==> src/shared/lcd_cmd_pkg.sv <==
// constants, types and register layout of the lcd command register set
// Summary of operation
// RULE1 - swap flag reverses bits of RAM writes
// RULE2 - alternation toggles per frame or n lines
// RULE3 - invert flag selects which RAM level lights
// RULE4 - step control holds write-only, row, column
// RULE5 - write-only mode steps on writes only
// RULE6 - row/column bits choose the stepping mode
// RULE7 - cooperative: y steps when x hits 0fh
// RULE8 - mirror decrements x; y always increments
// RULE9 - host reloads x and y after step setup
// RULE10 - power register: bias, save, supply, init
// RULE11 - soft init pulses reset, reads back zero
// RULE12 - host waits two clocks after soft init
// RULE13 - power save stops clocks, grounds outputs
// RULE14 - supply enables booster; bias picks 1/9,1/7
// RULE15 - contrast holds a four-bit drive level
// RULE16 - contrast resets to all ones
// RULE17 - supply register: segment, symbol clock, area
// RULE18 - symbol and segment supply controls drive outputs
// RULE19 - extended page reaches boost and duty register
// RULE20 - boost code three is never accepted
// RULE21 - page command always taken, gates extended
// RULE22 - readback index picks register for reads
// RULE23 - select input routes command or RAM data
// RULE24 - y covers 00h..42h, x covers 00h..0fh
// RULE25 - command nibble plus page picks target
package lcd_cmd_pkg;

    // command codes in the upper nibble; a readback index equals the code
    localparam logic [3:0] CMD_X_ADDR     = 4'h0;
    localparam logic [3:0] CMD_Y_LO       = 4'h2;
    localparam logic [3:0] CMD_Y_HI       = 4'h3;
    localparam logic [3:0] CMD_NLINE_LO   = 4'h6;
    localparam logic [3:0] CMD_NLINE_HI   = 4'h7;
    localparam logic [3:0] CMD_DISP_CTL2  = 4'h9;
    localparam logic [3:0] CMD_STEP_CTL   = 4'ha;
    localparam logic [3:0] CMD_POWER      = 4'hb;
    localparam logic [3:0] CMD_READ_INDEX = 4'hc;
    localparam logic [3:0] CMD_CONTRAST   = 4'hd;
    localparam logic [3:0] CMD_SUPPLY     = 4'he;
    localparam logic [3:0] CMD_PAGE       = 4'hf;

    localparam logic [3:0] X_LAST      = 4'hf;   // last column address
    localparam logic [3:0] X_ONE       = 4'h1;
    localparam logic [6:0] Y_LAST      = 7'h42;  // last usable row
    localparam logic [6:0] Y_ONE       = 7'h01;
    localparam logic [5:0] NLINE_RESET = 6'h00;
    localparam logic [1:0] BOOST_BANNED = 2'h3;  // prohibited boost code
    localparam logic [3:0] CONTRAST_RESET = 4'hf;
    localparam logic [3:0] READ_INDEX_RESET = 4'hc;
    localparam logic [3:0] NIBBLE_ZERO = 4'h0;
    localparam logic [7:0] INIT_ONE    = 8'h01;

    // host bus pins; chip select and both strobes active low
    typedef struct packed {
        logic       csN;    // chip select
        logic       rs;     // command_data_select: 1 command, 0 RAM
        logic       wrN;    // write strobe
        logic       rdN;    // read strobe
        logic [7:0] data;   // write data
    } hostBus_t;

    // register nibble layouts, msb first as seen on d3..d0
    typedef struct packed {
        logic rev; logic lineInvEn; logic swap; logic mirror;
    } dispCtl2_t;
    typedef struct packed {
        logic spare; logic writeOnly; logic rowStep; logic colStep;
    } stepCtl_t;
    typedef struct packed {
        logic biasSeventh; logic powerSave;
        logic graphicSupplyOn; logic softInit;
    } powerCtl_t;
    typedef struct packed {
        logic segmentSupplyOn; logic spare;
        logic symbolClockExternal; logic symbolAreaOn;
    } supplyCtl_t;
    typedef struct packed {
        logic [1:0] frameRatioSelect; logic [1:0] boostFactor;
    } boostDuty_t;

    typedef struct packed {
        dispCtl2_t  dispCtl2;
        stepCtl_t   stepCtl;
        powerCtl_t  power;
        logic [3:0] contrast;
        supplyCtl_t supply;
        boostDuty_t boostDuty;
        logic       extPage;
        logic [3:0] readIndex;
        logic [5:0] nline;
    } regs_t;

    localparam regs_t REGS_RESET = '{
        dispCtl2: '0, stepCtl: '0, power: '0,
        contrast: CONTRAST_RESET, supply: '0, boostDuty: '0,
        extPage: 1'b0, readIndex: READ_INDEX_RESET, nline: NLINE_RESET};

    // address loads handed to the stepper
    typedef struct packed {
        logic x; logic yLo; logic yHi; logic [3:0] data;
    } stepLoad_t;

    typedef struct packed {
        logic [3:0] x; logic [6:0] y;
    } stepState_t;

    typedef enum logic [1:0] {
        INIT_IDLE = 2'b01,
        INIT_RUN  = 2'b10
    } initState_t;

    typedef struct packed {
        regs_t      regs;
        initState_t initState;
        logic [7:0] initCnt;
        logic       wrHeld;     // write strobe low with chip selected
        logic       rdHeld;     // read strobe low with chip selected
        logic       rsHeld;
        logic [7:0] wrData;
        logic [7:0] rdData;
        logic [7:0] ramWrData;
        logic       ramWrPulse;
        logic       alt;
        logic [6:0] lineCnt;
        logic       dotOn;
    } core_t;

    // reverse the bit order of a byte
    function automatic logic [7:0] bitRev8(input logic [7:0] v);
        logic [7:0] r;
        r = '0;
        for (int i = 0; i < 8; i++) r[i] = v[7-i];
        return r;
    endfunction

endpackage

==> src/verilog/address_stepper.sv <==
// graphic RAM x and y address counters with auto-step modes
`timescale 1ns/100ps
module address_stepper
    import lcd_cmd_pkg::*;
(
    input  wire logic       clk,
    input  wire logic       reset_n,
    input  wire stepLoad_t  load,     // address loads from commands
    input  wire stepCtl_t   mode,     // stepping mode bits
    input  wire logic       mirror,   // column mirror flag
    input  wire logic       step,     // one qualifying RAM access
    output logic [3:0]      xAddr,
    output logic [6:0]      yAddr
);
    stepState_t q;   // registered addresses
    stepState_t d;   // next addresses

    // stepping first, then explicit loads override it
    always_comb begin
        d = q;
        if (step) begin
            if (mode.colStep) begin
                // mirror walks columns backwards, wrapping
                d.x = mirror ? q.x - X_ONE : q.x + X_ONE; // RULE8
            end
            // row only, or cooperative when x was at its last
            if (mode.rowStep && (!mode.colStep || q.x == X_LAST)) begin // RULE6 RULE7
                d.y = (q.y >= Y_LAST) ? '0 : q.y + Y_ONE; // RULE24
            end
        end
        // no reload after a step mode change: host must reload
        if (load.x) d.x = load.data; // RULE9
        if (load.yLo) d.y[3:0] = load.data;
        if (load.yHi) d.y[6:4] = load.data[2:0];
    end

    // address registers
    always_ff @(posedge clk or negedge reset_n) begin
        if (!reset_n) q <= '0;
        else q <= d;
    end

    assign xAddr = q.x;
    assign yAddr = q.y;

    wire noLoad = !(load.x || load.yLo || load.yHi);
endmodule // address_stepper

==> src/verilog/lcd_command_register_set.sv <==
// command decoder and register file of the graphic lcd controller
`timescale 1ns/100ps
module lcd_command_register_set
    import lcd_cmd_pkg::*;
#(
    parameter int INIT_HOLD_CYCLES = 2   // soft init length in clocks
) (
    input  wire logic       clk,
    input  wire logic       reset_n,
    input  wire hostBus_t   bus,            // host parallel bus
    input  wire logic       masterMode,     // master operation strap
    input  wire logic [7:0] ramReadData,    // RAM data at current address
    input  wire logic       frameStart,     // one pulse per frame
    input  wire logic       lineStart,      // one pulse per line
    input  wire logic       ramBit,         // dot being driven
    input  wire logic       extTimingInput, // ext_timing_input pin
    output logic [7:0]      dataOut,        // read data to host
    output logic            dataOe,         // drive data bus
    output logic [7:0]      ramWriteData,   // byte for graphic RAM
    output logic            ramWriteStrobe, // one-cycle RAM write
    output logic            ramReadStrobe,  // one-cycle RAM read
    output logic [3:0]      xAddr,
    output logic [6:0]      yAddr,
    output logic            alternation,    // drive alternation signal
    output logic            dotOn,          // dot lit
    output logic            softInitActive, // internal reset pulse
    output logic            oscEnable,
    output logic            segCommonGround,// hold drivers at ground
    output logic            extTimingGated,
    output logic            graphicSupplyOn,
    output logic            biasSeventh,    // 1: 1/7 bias, 0: 1/9
    output logic [3:0]      contrastLevel,
    output logic            segmentSupplyOn,
    output logic            symbolClockExternal,
    output logic            symbolAreaOn,
    output logic [1:0]      boostFactor,
    output logic [1:0]      frameRatioSelect,
    output logic            extendedPageSelect
);
    // the counter must hold the length, and two clocks is the least
    if (INIT_HOLD_CYCLES < 2 || INIT_HOLD_CYCLES > 255) begin : g_chk
        $error("INIT_HOLD_CYCLES out of range");
    end

    localparam logic [7:0] INIT_LAST = 8'(INIT_HOLD_CYCLES);

    core_t q;          // all registered state
    core_t d;          // next state

    // bus events seen this cycle
    logic       wrEnd;       // rising write strobe closes a write
    logic       rdStart;     // falling read strobe opens a read
    logic       cmdWrite;    // write to the command registers
    logic [3:0] cmdCode;     // target register code
    logic [3:0] cmdNib;      // value nibble
    logic       stepPulse;   // access that may advance addresses
    logic [3:0] readNib;     // indexed register for readback
    stepLoad_t  load;        // address loads to the stepper

    // strobe edges; commands are ignored while soft init runs
    always_comb begin
        wrEnd   = q.wrHeld && bus.wrN && q.initState == INIT_IDLE; // RULE12
        rdStart = !bus.csN && !bus.rdN && !q.rdHeld;
        cmdWrite = wrEnd && q.rsHeld; // RULE23
        cmdCode  = q.wrData[7:4]; // RULE25
        cmdNib   = q.wrData[3:0];
    end

    // address loads go to the stepper only on the normal page
    always_comb begin
        load.data = cmdNib;
        load.x   = cmdWrite && !q.regs.extPage && cmdCode == CMD_X_ADDR;
        load.yLo = cmdWrite && !q.regs.extPage && cmdCode == CMD_Y_LO;
        load.yHi = cmdWrite && !q.regs.extPage && cmdCode == CMD_Y_HI;
    end

    // reads step only when the write-only mode is off
    always_comb begin
        stepPulse = q.ramWrPulse
            || (rdStart && !bus.rs && !q.regs.stepCtl.writeOnly); // RULE5
    end

    // readback mux: the index equals the command code
    always_comb begin
        case (q.regs.readIndex) // RULE22
            CMD_NLINE_LO:  readNib = q.regs.nline[3:0];
            CMD_NLINE_HI:  readNib = {2'h0, q.regs.nline[5:4]};
            CMD_DISP_CTL2: readNib = q.regs.dispCtl2;
            CMD_STEP_CTL:  readNib = q.regs.stepCtl; // RULE4
            CMD_POWER:     readNib = q.regs.power; // RULE10
            CMD_CONTRAST:  readNib = q.regs.contrast; // RULE15
            CMD_SUPPLY:    readNib = q.regs.extPage ?
                                     q.regs.boostDuty : q.regs.supply;
            CMD_PAGE:      readNib = {3'h0, q.regs.extPage}; // RULE21
            default:       readNib = NIBBLE_ZERO;
        endcase
    end

    // next state: bus capture, command decode, init, display timing
    always_comb begin
        d = q;
        d.ramWrPulse = 1'b0;
        // hold the byte while the write strobe is low
        d.wrHeld = !bus.csN && !bus.wrN;
        if (!bus.csN && !bus.wrN) begin
            d.wrData = bus.data;
            d.rsHeld = bus.rs;
        end
        d.rdHeld = !bus.csN && !bus.rdN;

        // read: command side returns the indexed nibble, upper zero
        if (rdStart) begin
            d.rdData = bus.rs ? {NIBBLE_ZERO, readNib}
                              : ramReadData; // RULE23 RULE22
        end

        // RAM write: byte reversed when swap is set
        if (wrEnd && !q.rsHeld) begin
            d.ramWrData = q.regs.dispCtl2.swap ?
                          bitRev8(q.wrData) : q.wrData; // RULE1
            d.ramWrPulse = 1'b1;
        end

        // command decode: page command taken on either page
        if (cmdWrite) begin
            if (cmdCode == CMD_PAGE) begin
                d.regs.extPage = cmdNib[0]; // RULE21
            end else if (!q.regs.extPage) begin
                case (cmdCode) // RULE25
                    CMD_NLINE_LO: d.regs.nline[3:0] = cmdNib;
                    CMD_NLINE_HI: d.regs.nline[5:4] = cmdNib[1:0];
                    CMD_DISP_CTL2: d.regs.dispCtl2 = dispCtl2_t'(cmdNib);
                    CMD_STEP_CTL: begin
                        d.regs.stepCtl = stepCtl_t'(cmdNib); // RULE4
                        d.regs.stepCtl.spare = 1'b0;
                    end
                    CMD_POWER: begin
                        d.regs.power = powerCtl_t'(cmdNib); // RULE10
                        // init bit never stored, so it reads as zero
                        d.regs.power.softInit = 1'b0; // RULE11
                    end
                    CMD_READ_INDEX: d.regs.readIndex = cmdNib; // RULE22
                    CMD_CONTRAST: d.regs.contrast = cmdNib; // RULE15
                    CMD_SUPPLY: begin
                        d.regs.supply = supplyCtl_t'(cmdNib); // RULE17
                        d.regs.supply.spare = 1'b0;
                    end
                    default: d.regs = q.regs;   // x and y codes held in the stepper, others unused
                endcase
            end else if (cmdCode == CMD_SUPPLY) begin
                // the banned boost code is refused, value kept
                if (cmdNib[1:0] != BOOST_BANNED) begin // RULE20
                    d.regs.boostDuty = boostDuty_t'(cmdNib); // RULE19
                end
            end
        end

        // soft init: only a master may reset itself
        case (q.initState)
            INIT_IDLE: begin
                if (cmdWrite && !q.regs.extPage && cmdCode == CMD_POWER
                    && cmdNib[0] && masterMode) begin // RULE11
                    d.initState = INIT_RUN;
                    d.initCnt   = INIT_ONE;
                end
            end
            INIT_RUN: begin
                // registers held at reset values from the second clock of the pulse on
                d.regs = REGS_RESET; // RULE16
                if (q.initCnt >= INIT_LAST) d.initState = INIT_IDLE;
                else d.initCnt = q.initCnt + INIT_ONE;
            end
            default: d.initState = INIT_IDLE;
        endcase

        // alternation: frame rate, or every nline+1 lines when enabled
        // the line count is cleared while the mode is off, so turning
        // it on again always starts a full count, never a stale one
        if (!q.regs.dispCtl2.lineInvEn) begin
            d.lineCnt = '0;
            if (frameStart) d.alt = !q.alt; // RULE2
        end else if (lineStart) begin
            // register value v gives v+1 lines between toggles
            if (q.lineCnt >= {1'b0, q.regs.nline}) begin
                d.lineCnt = '0;
                d.alt = !q.alt; // RULE2
            end else begin
                d.lineCnt = q.lineCnt + Y_ONE;
            end
        end

        // dot lighting, inverted when display invert is set
        d.dotOn = ramBit ^ q.regs.dispCtl2.rev; // RULE3
        // power save forces the dot off
        if (q.regs.power.powerSave) d.dotOn = 1'b0; // RULE13
    end

    // state register
    always_ff @(posedge clk or negedge reset_n) begin
        if (!reset_n) begin
            q <= '{regs: REGS_RESET, initState: INIT_IDLE,
                   default: '0};
        end else begin
            q <= d;
        end
    end

    // address counters and their stepping modes
    address_stepper u_stepper (
        .clk     (clk),
        .reset_n (reset_n),
        .load    (load),
        .mode    (q.regs.stepCtl), // RULE6
        .mirror  (q.regs.dispCtl2.mirror),
        .step    (stepPulse),
        .xAddr   (xAddr),
        .yAddr   (yAddr)
    );

    // host side outputs
    assign dataOut        = q.rdData;
    assign dataOe         = !bus.csN && !bus.rdN;
    assign ramWriteData   = q.ramWrData;
    assign ramWriteStrobe = q.ramWrPulse;
    assign ramReadStrobe  = rdStart && !bus.rs;

    // display and power outputs; save mode overrides the supplies
    assign alternation     = q.alt;
    assign dotOn           = q.dotOn;
    assign softInitActive  = q.initState == INIT_RUN;
    assign oscEnable       = !q.regs.power.powerSave; // RULE13
    assign segCommonGround = q.regs.power.powerSave; // RULE13
    assign extTimingGated  = extTimingInput && !q.regs.power.powerSave;
    assign graphicSupplyOn = q.regs.power.graphicSupplyOn
                             && !q.regs.power.powerSave; // RULE14
    assign biasSeventh     = q.regs.power.biasSeventh; // RULE14
    assign contrastLevel   = q.regs.contrast; // RULE15
    assign segmentSupplyOn = q.regs.supply.segmentSupplyOn
                             && !q.regs.power.powerSave; // RULE18
    assign symbolClockExternal = q.regs.supply.symbolClockExternal;
    assign symbolAreaOn     = q.regs.supply.symbolAreaOn; // RULE18
    assign boostFactor      = q.regs.boostDuty.boostFactor;
    assign frameRatioSelect = q.regs.boostDuty.frameRatioSelect;
    assign extendedPageSelect = q.regs.extPage;
endmodule // lcd_command_register_set
==> config.mk <==
export PLATFORM = sky130hd
export DESIGN_NAME = lcd_command_register_set
export DESIGN_NICKNAME = d
export VERILOG_FILES = /design/src/shared/lcd_cmd_pkg.sv /design/src/verilog/address_stepper.sv /design/src/verilog/lcd_command_register_set.sv
export SDC_FILE = /design/constraint.sdc
export NUM_CORES = 1
export LEC_CHECK = 0
export BUFFER_PORTS_ARGS = -buffer_cell sky130_fd_sc_hd__buf_2
export CAP_MARGIN = 25
export CORE_MARGIN = 1
export CORE_UTILIZATION = 48
export CTS_CLUSTER_SIZE = 24
export DETAILED_ROUTE_END_ITERATION = 7
export HOLD_SLACK_MARGIN = 0.06
export PLACE_DENSITY = 0.73
export SLEW_MARGIN = 20
export SYNTH_ARGS = -nofsm -noshare
export SYNTH_HDL_FRONTEND = slang
export SYNTH_SLANG_ARGS = --single-unit
==> constraint.sdc <==
create_clock -name clk -period 4.8 [get_ports clk]
set_input_delay 0.96 -clock clk [delete_from_list [all_inputs] [get_ports clk]]
set_output_delay 0.96 -clock clk [all_outputs]
set_load 0.01 [all_outputs]
==> flow_summary.ini <==
[outcome]
status = finished clean

[logic_synthesis]
avgSynthCellArea_um2 = 9.52
yosysTopAreaCellShare_pct = 42.4
netlist_instances = 514
synth_edf_count = 0
ys_types = 54
netlist_area_um2 = 4890
synth-seq-area-share_pct = 46.2
synth_common_cells = dfrtp_1 (83), nor2_1 (48), nand2_1 (47)
ys_warn_count = 0
synth_top_area_cell = dfrtp_1
synth_ff_type = dfrtp_1
ys_top_cells_by_area = dfrtp_1 (42%), mux2i_1 (5.7%), a21oi_1 (3.9%), dfstp_2 (3.8%), buf_4 (3.7%)
synth.most_common_cell = dfrtp_1
syn_nets = 555
async_reset_ff_share_pct = 100
ys_ff_latch = 90

[global_route]
grt_overflow = 0
antenna_found_initial = 0
grt_usage_pct = 22.6
grt_pass1_wl_um = 18200
grt_max_degree = 64
grt_pass1_vias = 3658

[sta]
slew_headroom_pct = 40.7
hold_viol_final = 0
fmax_mhz = 322
fin_crit_sh_pct = 64.7
skew_ns = 0.00824
worst_pin_slew_ns = 0.886
drv_slew = 0
grt_setup_unrepaired = false
final-setup-viol-count = 0
period_minus_slack_ns = 3.11
tns_ns = 0

[layout]
n_antenna_cell = 0
nets = 594
syn_to_final_growth_pct = 9.00
finalNonFillerCells = 690
drive_above_1_share_pct = 20.8
seq_area_um2 = 2260
multiInputGateArea_um2 = 2260
fill_cells = 944

[pwr]
pwr_density_cell_nw_per_um2 = 383
power_switching_mw = 0.708
power_frac_comb_pct = 25.2
internal_power_mw = 1.34
leakage_nw = 2.44
p_clk_share_pct = 22.9
irDropWorstVdd_mv = 0.155
seq_power_share_pct = 51.9
swShare_pct = 34.6

[critical_path]
cp-start-kind = register
end_kind = primary output
crit_type = reg2out
worstPathArrival_ns = 2.15
cp_max_fo = 24
required_ns = 3.84

[cts]
clkSinkCount = 90
cts_root_buf = clkbuf_8
clock_latency_ns = 0.36
post-cts-setup-buffers = 0
clock_path_buffers = 2
cts_resized = 0
path_clk_slew_ns = 0.08
cts_tree = done
htreeDepth = 3
numCtsBuffers = 9
holdBufCountCts = 0

[drt]
final_antenna_net_count = 0
wl_per_cell_um = 16.0
drt_pass1_iterations = 5
viasPerCell = 5.67
initialDrtViolationCount = 239
via_count = 3915
totalWireLength_um = 11000
drc = 0

[place]
globalplace.congestion = 0.901
dp_hpwl_um = 7870
io_buffers = 76
dp.cells = 674

[die]
start_util_pct = 49.8
io_pins = 77
core-area_um2 = 9820
dieArea_um2 = 10600
die_x_um = 103
die_h_um = 103
fp-row-count = 36

[worst_hold_path]
hold_path_class = reg2reg

[flow_run]
drv_cap = 0
-- state kept, by name, indices dropped and copies added, names as in the netlist --
name                 cells
alternation              1
biasSeventh              1
boostFactor              2
cmdCode                  4
cmdNib                   4
contrastLevel            4
dataOut                  8
dotOn                    1
extendedPageSelect       1
frameRatioSelect         2
q                       39
ramWriteData             8
ramWriteStrobe           1
segCommonGround          1
symbolAreaOn             1
symbolClockExternal      1
u_stepper.xAddr          4
u_stepper.yAddr          7
-- layout by cell type (no fill, tap or decap), drive strengths merged, types with 15 or more instances in the layout --
cell type,instances
nand3,34
inv,22
o21ai,31
buf,78
dfrtp,83
nor2b,15
a21oi,38
mux2i,28
nand2,47
nor2,48
-- critical path, stage by stage (launching register included) --
cell,delay (ns)
dfstp_2,0.55
nand2b_1,0.44
inv_1,0.50
buf_2,0.29
-- metrics by stage --
stage | power (mW) | util [%] | cell area [µm²] | hold WS [ns] | worst slack (ns)
2_1_floorplan | 1.43 | - | 4890 | 0.451 | 2.01
3_3_place_gp | 1.57 | 52.5 | 5160 | 0.457 | 1.70
3_5_place_dp | 1.59 | 52.5 | 5160 | 0.468 | 1.62
4_1_cts | 2.06 | 54.3 | 5330 | 0.486 | 1.71
5_1_grt | 2.19 | 54.3 | 5340 | 0.521 | 1.64
6_report | 2.05 | 54.3 | 5340 | 0.481 | 1.69
-- final timing paths --
kind                                     from              to  slack [ns]  cells past startpoint
max                                     q[45]  softInitActive        1.69                      3
min                                dataOut[5]      dataOut[5]        0.48                      2
max reg2reg                extendedPageSelect           q[38]        2.35                      5
min reg2reg                        dataOut[5]      dataOut[5]        0.48                      2
max in group asynchronous             reset_n           q[56]        3.18                      2
min in group asynchronous             reset_n            q[4]        0.68                      1
-- power by group through the flow --
stage	clock (mW)	combinational (mW)	sequential (mW)
finish	0.468	0.515	1.06
global route	0.509	0.590	1.09
CTS	0.480	0.518	1.06
detailed placement	0	0.516	1.07
global placement	0	0.503	1.07
floorplan	0	0.418	1.01
-- layer usage --
| layer | part of all wire, % | track usage, % | vias to the layer above |
|---|---|---|---|
| met4 | 3.0 | 10.3 | 0 |
| met1 | 45 | 29.8 | 1910 |
| li1 | - | - | 1855 |
| met2 | 46 | 36.5 | 123 |
| met3 | 5.2 | 3.80 | 27 |
| met5 | 0 | 0 | - |
-- area by class of cell --
cell class | instances | area share, %
clock buffers | 13 | 2.98
clock inverters | 2 | 0.235
inverters | 22 | 1.55
multi-input cells | 352 | 42.3
flip-flops and latches | 90 | 42.4
well taps | 133 | 3.12
repair buffers | 78 | 7.46
-- cells by family (layout without fill, tap and decap cells) --
logic type	after synthesis	in the layout	share of synthesized area [%]
xor gates and xnor gates	6	6	1.07
buffers and inverters	72	115	7.72
adders and majority gates	14	14	3.73
DFF	90	90	46.2
muxes	41	41	8.72
and+or+nand+nor	191	191	20.3
AOI/OAI and AO/OA	100	100	12.2
Power figures use the tool's default switching activity.
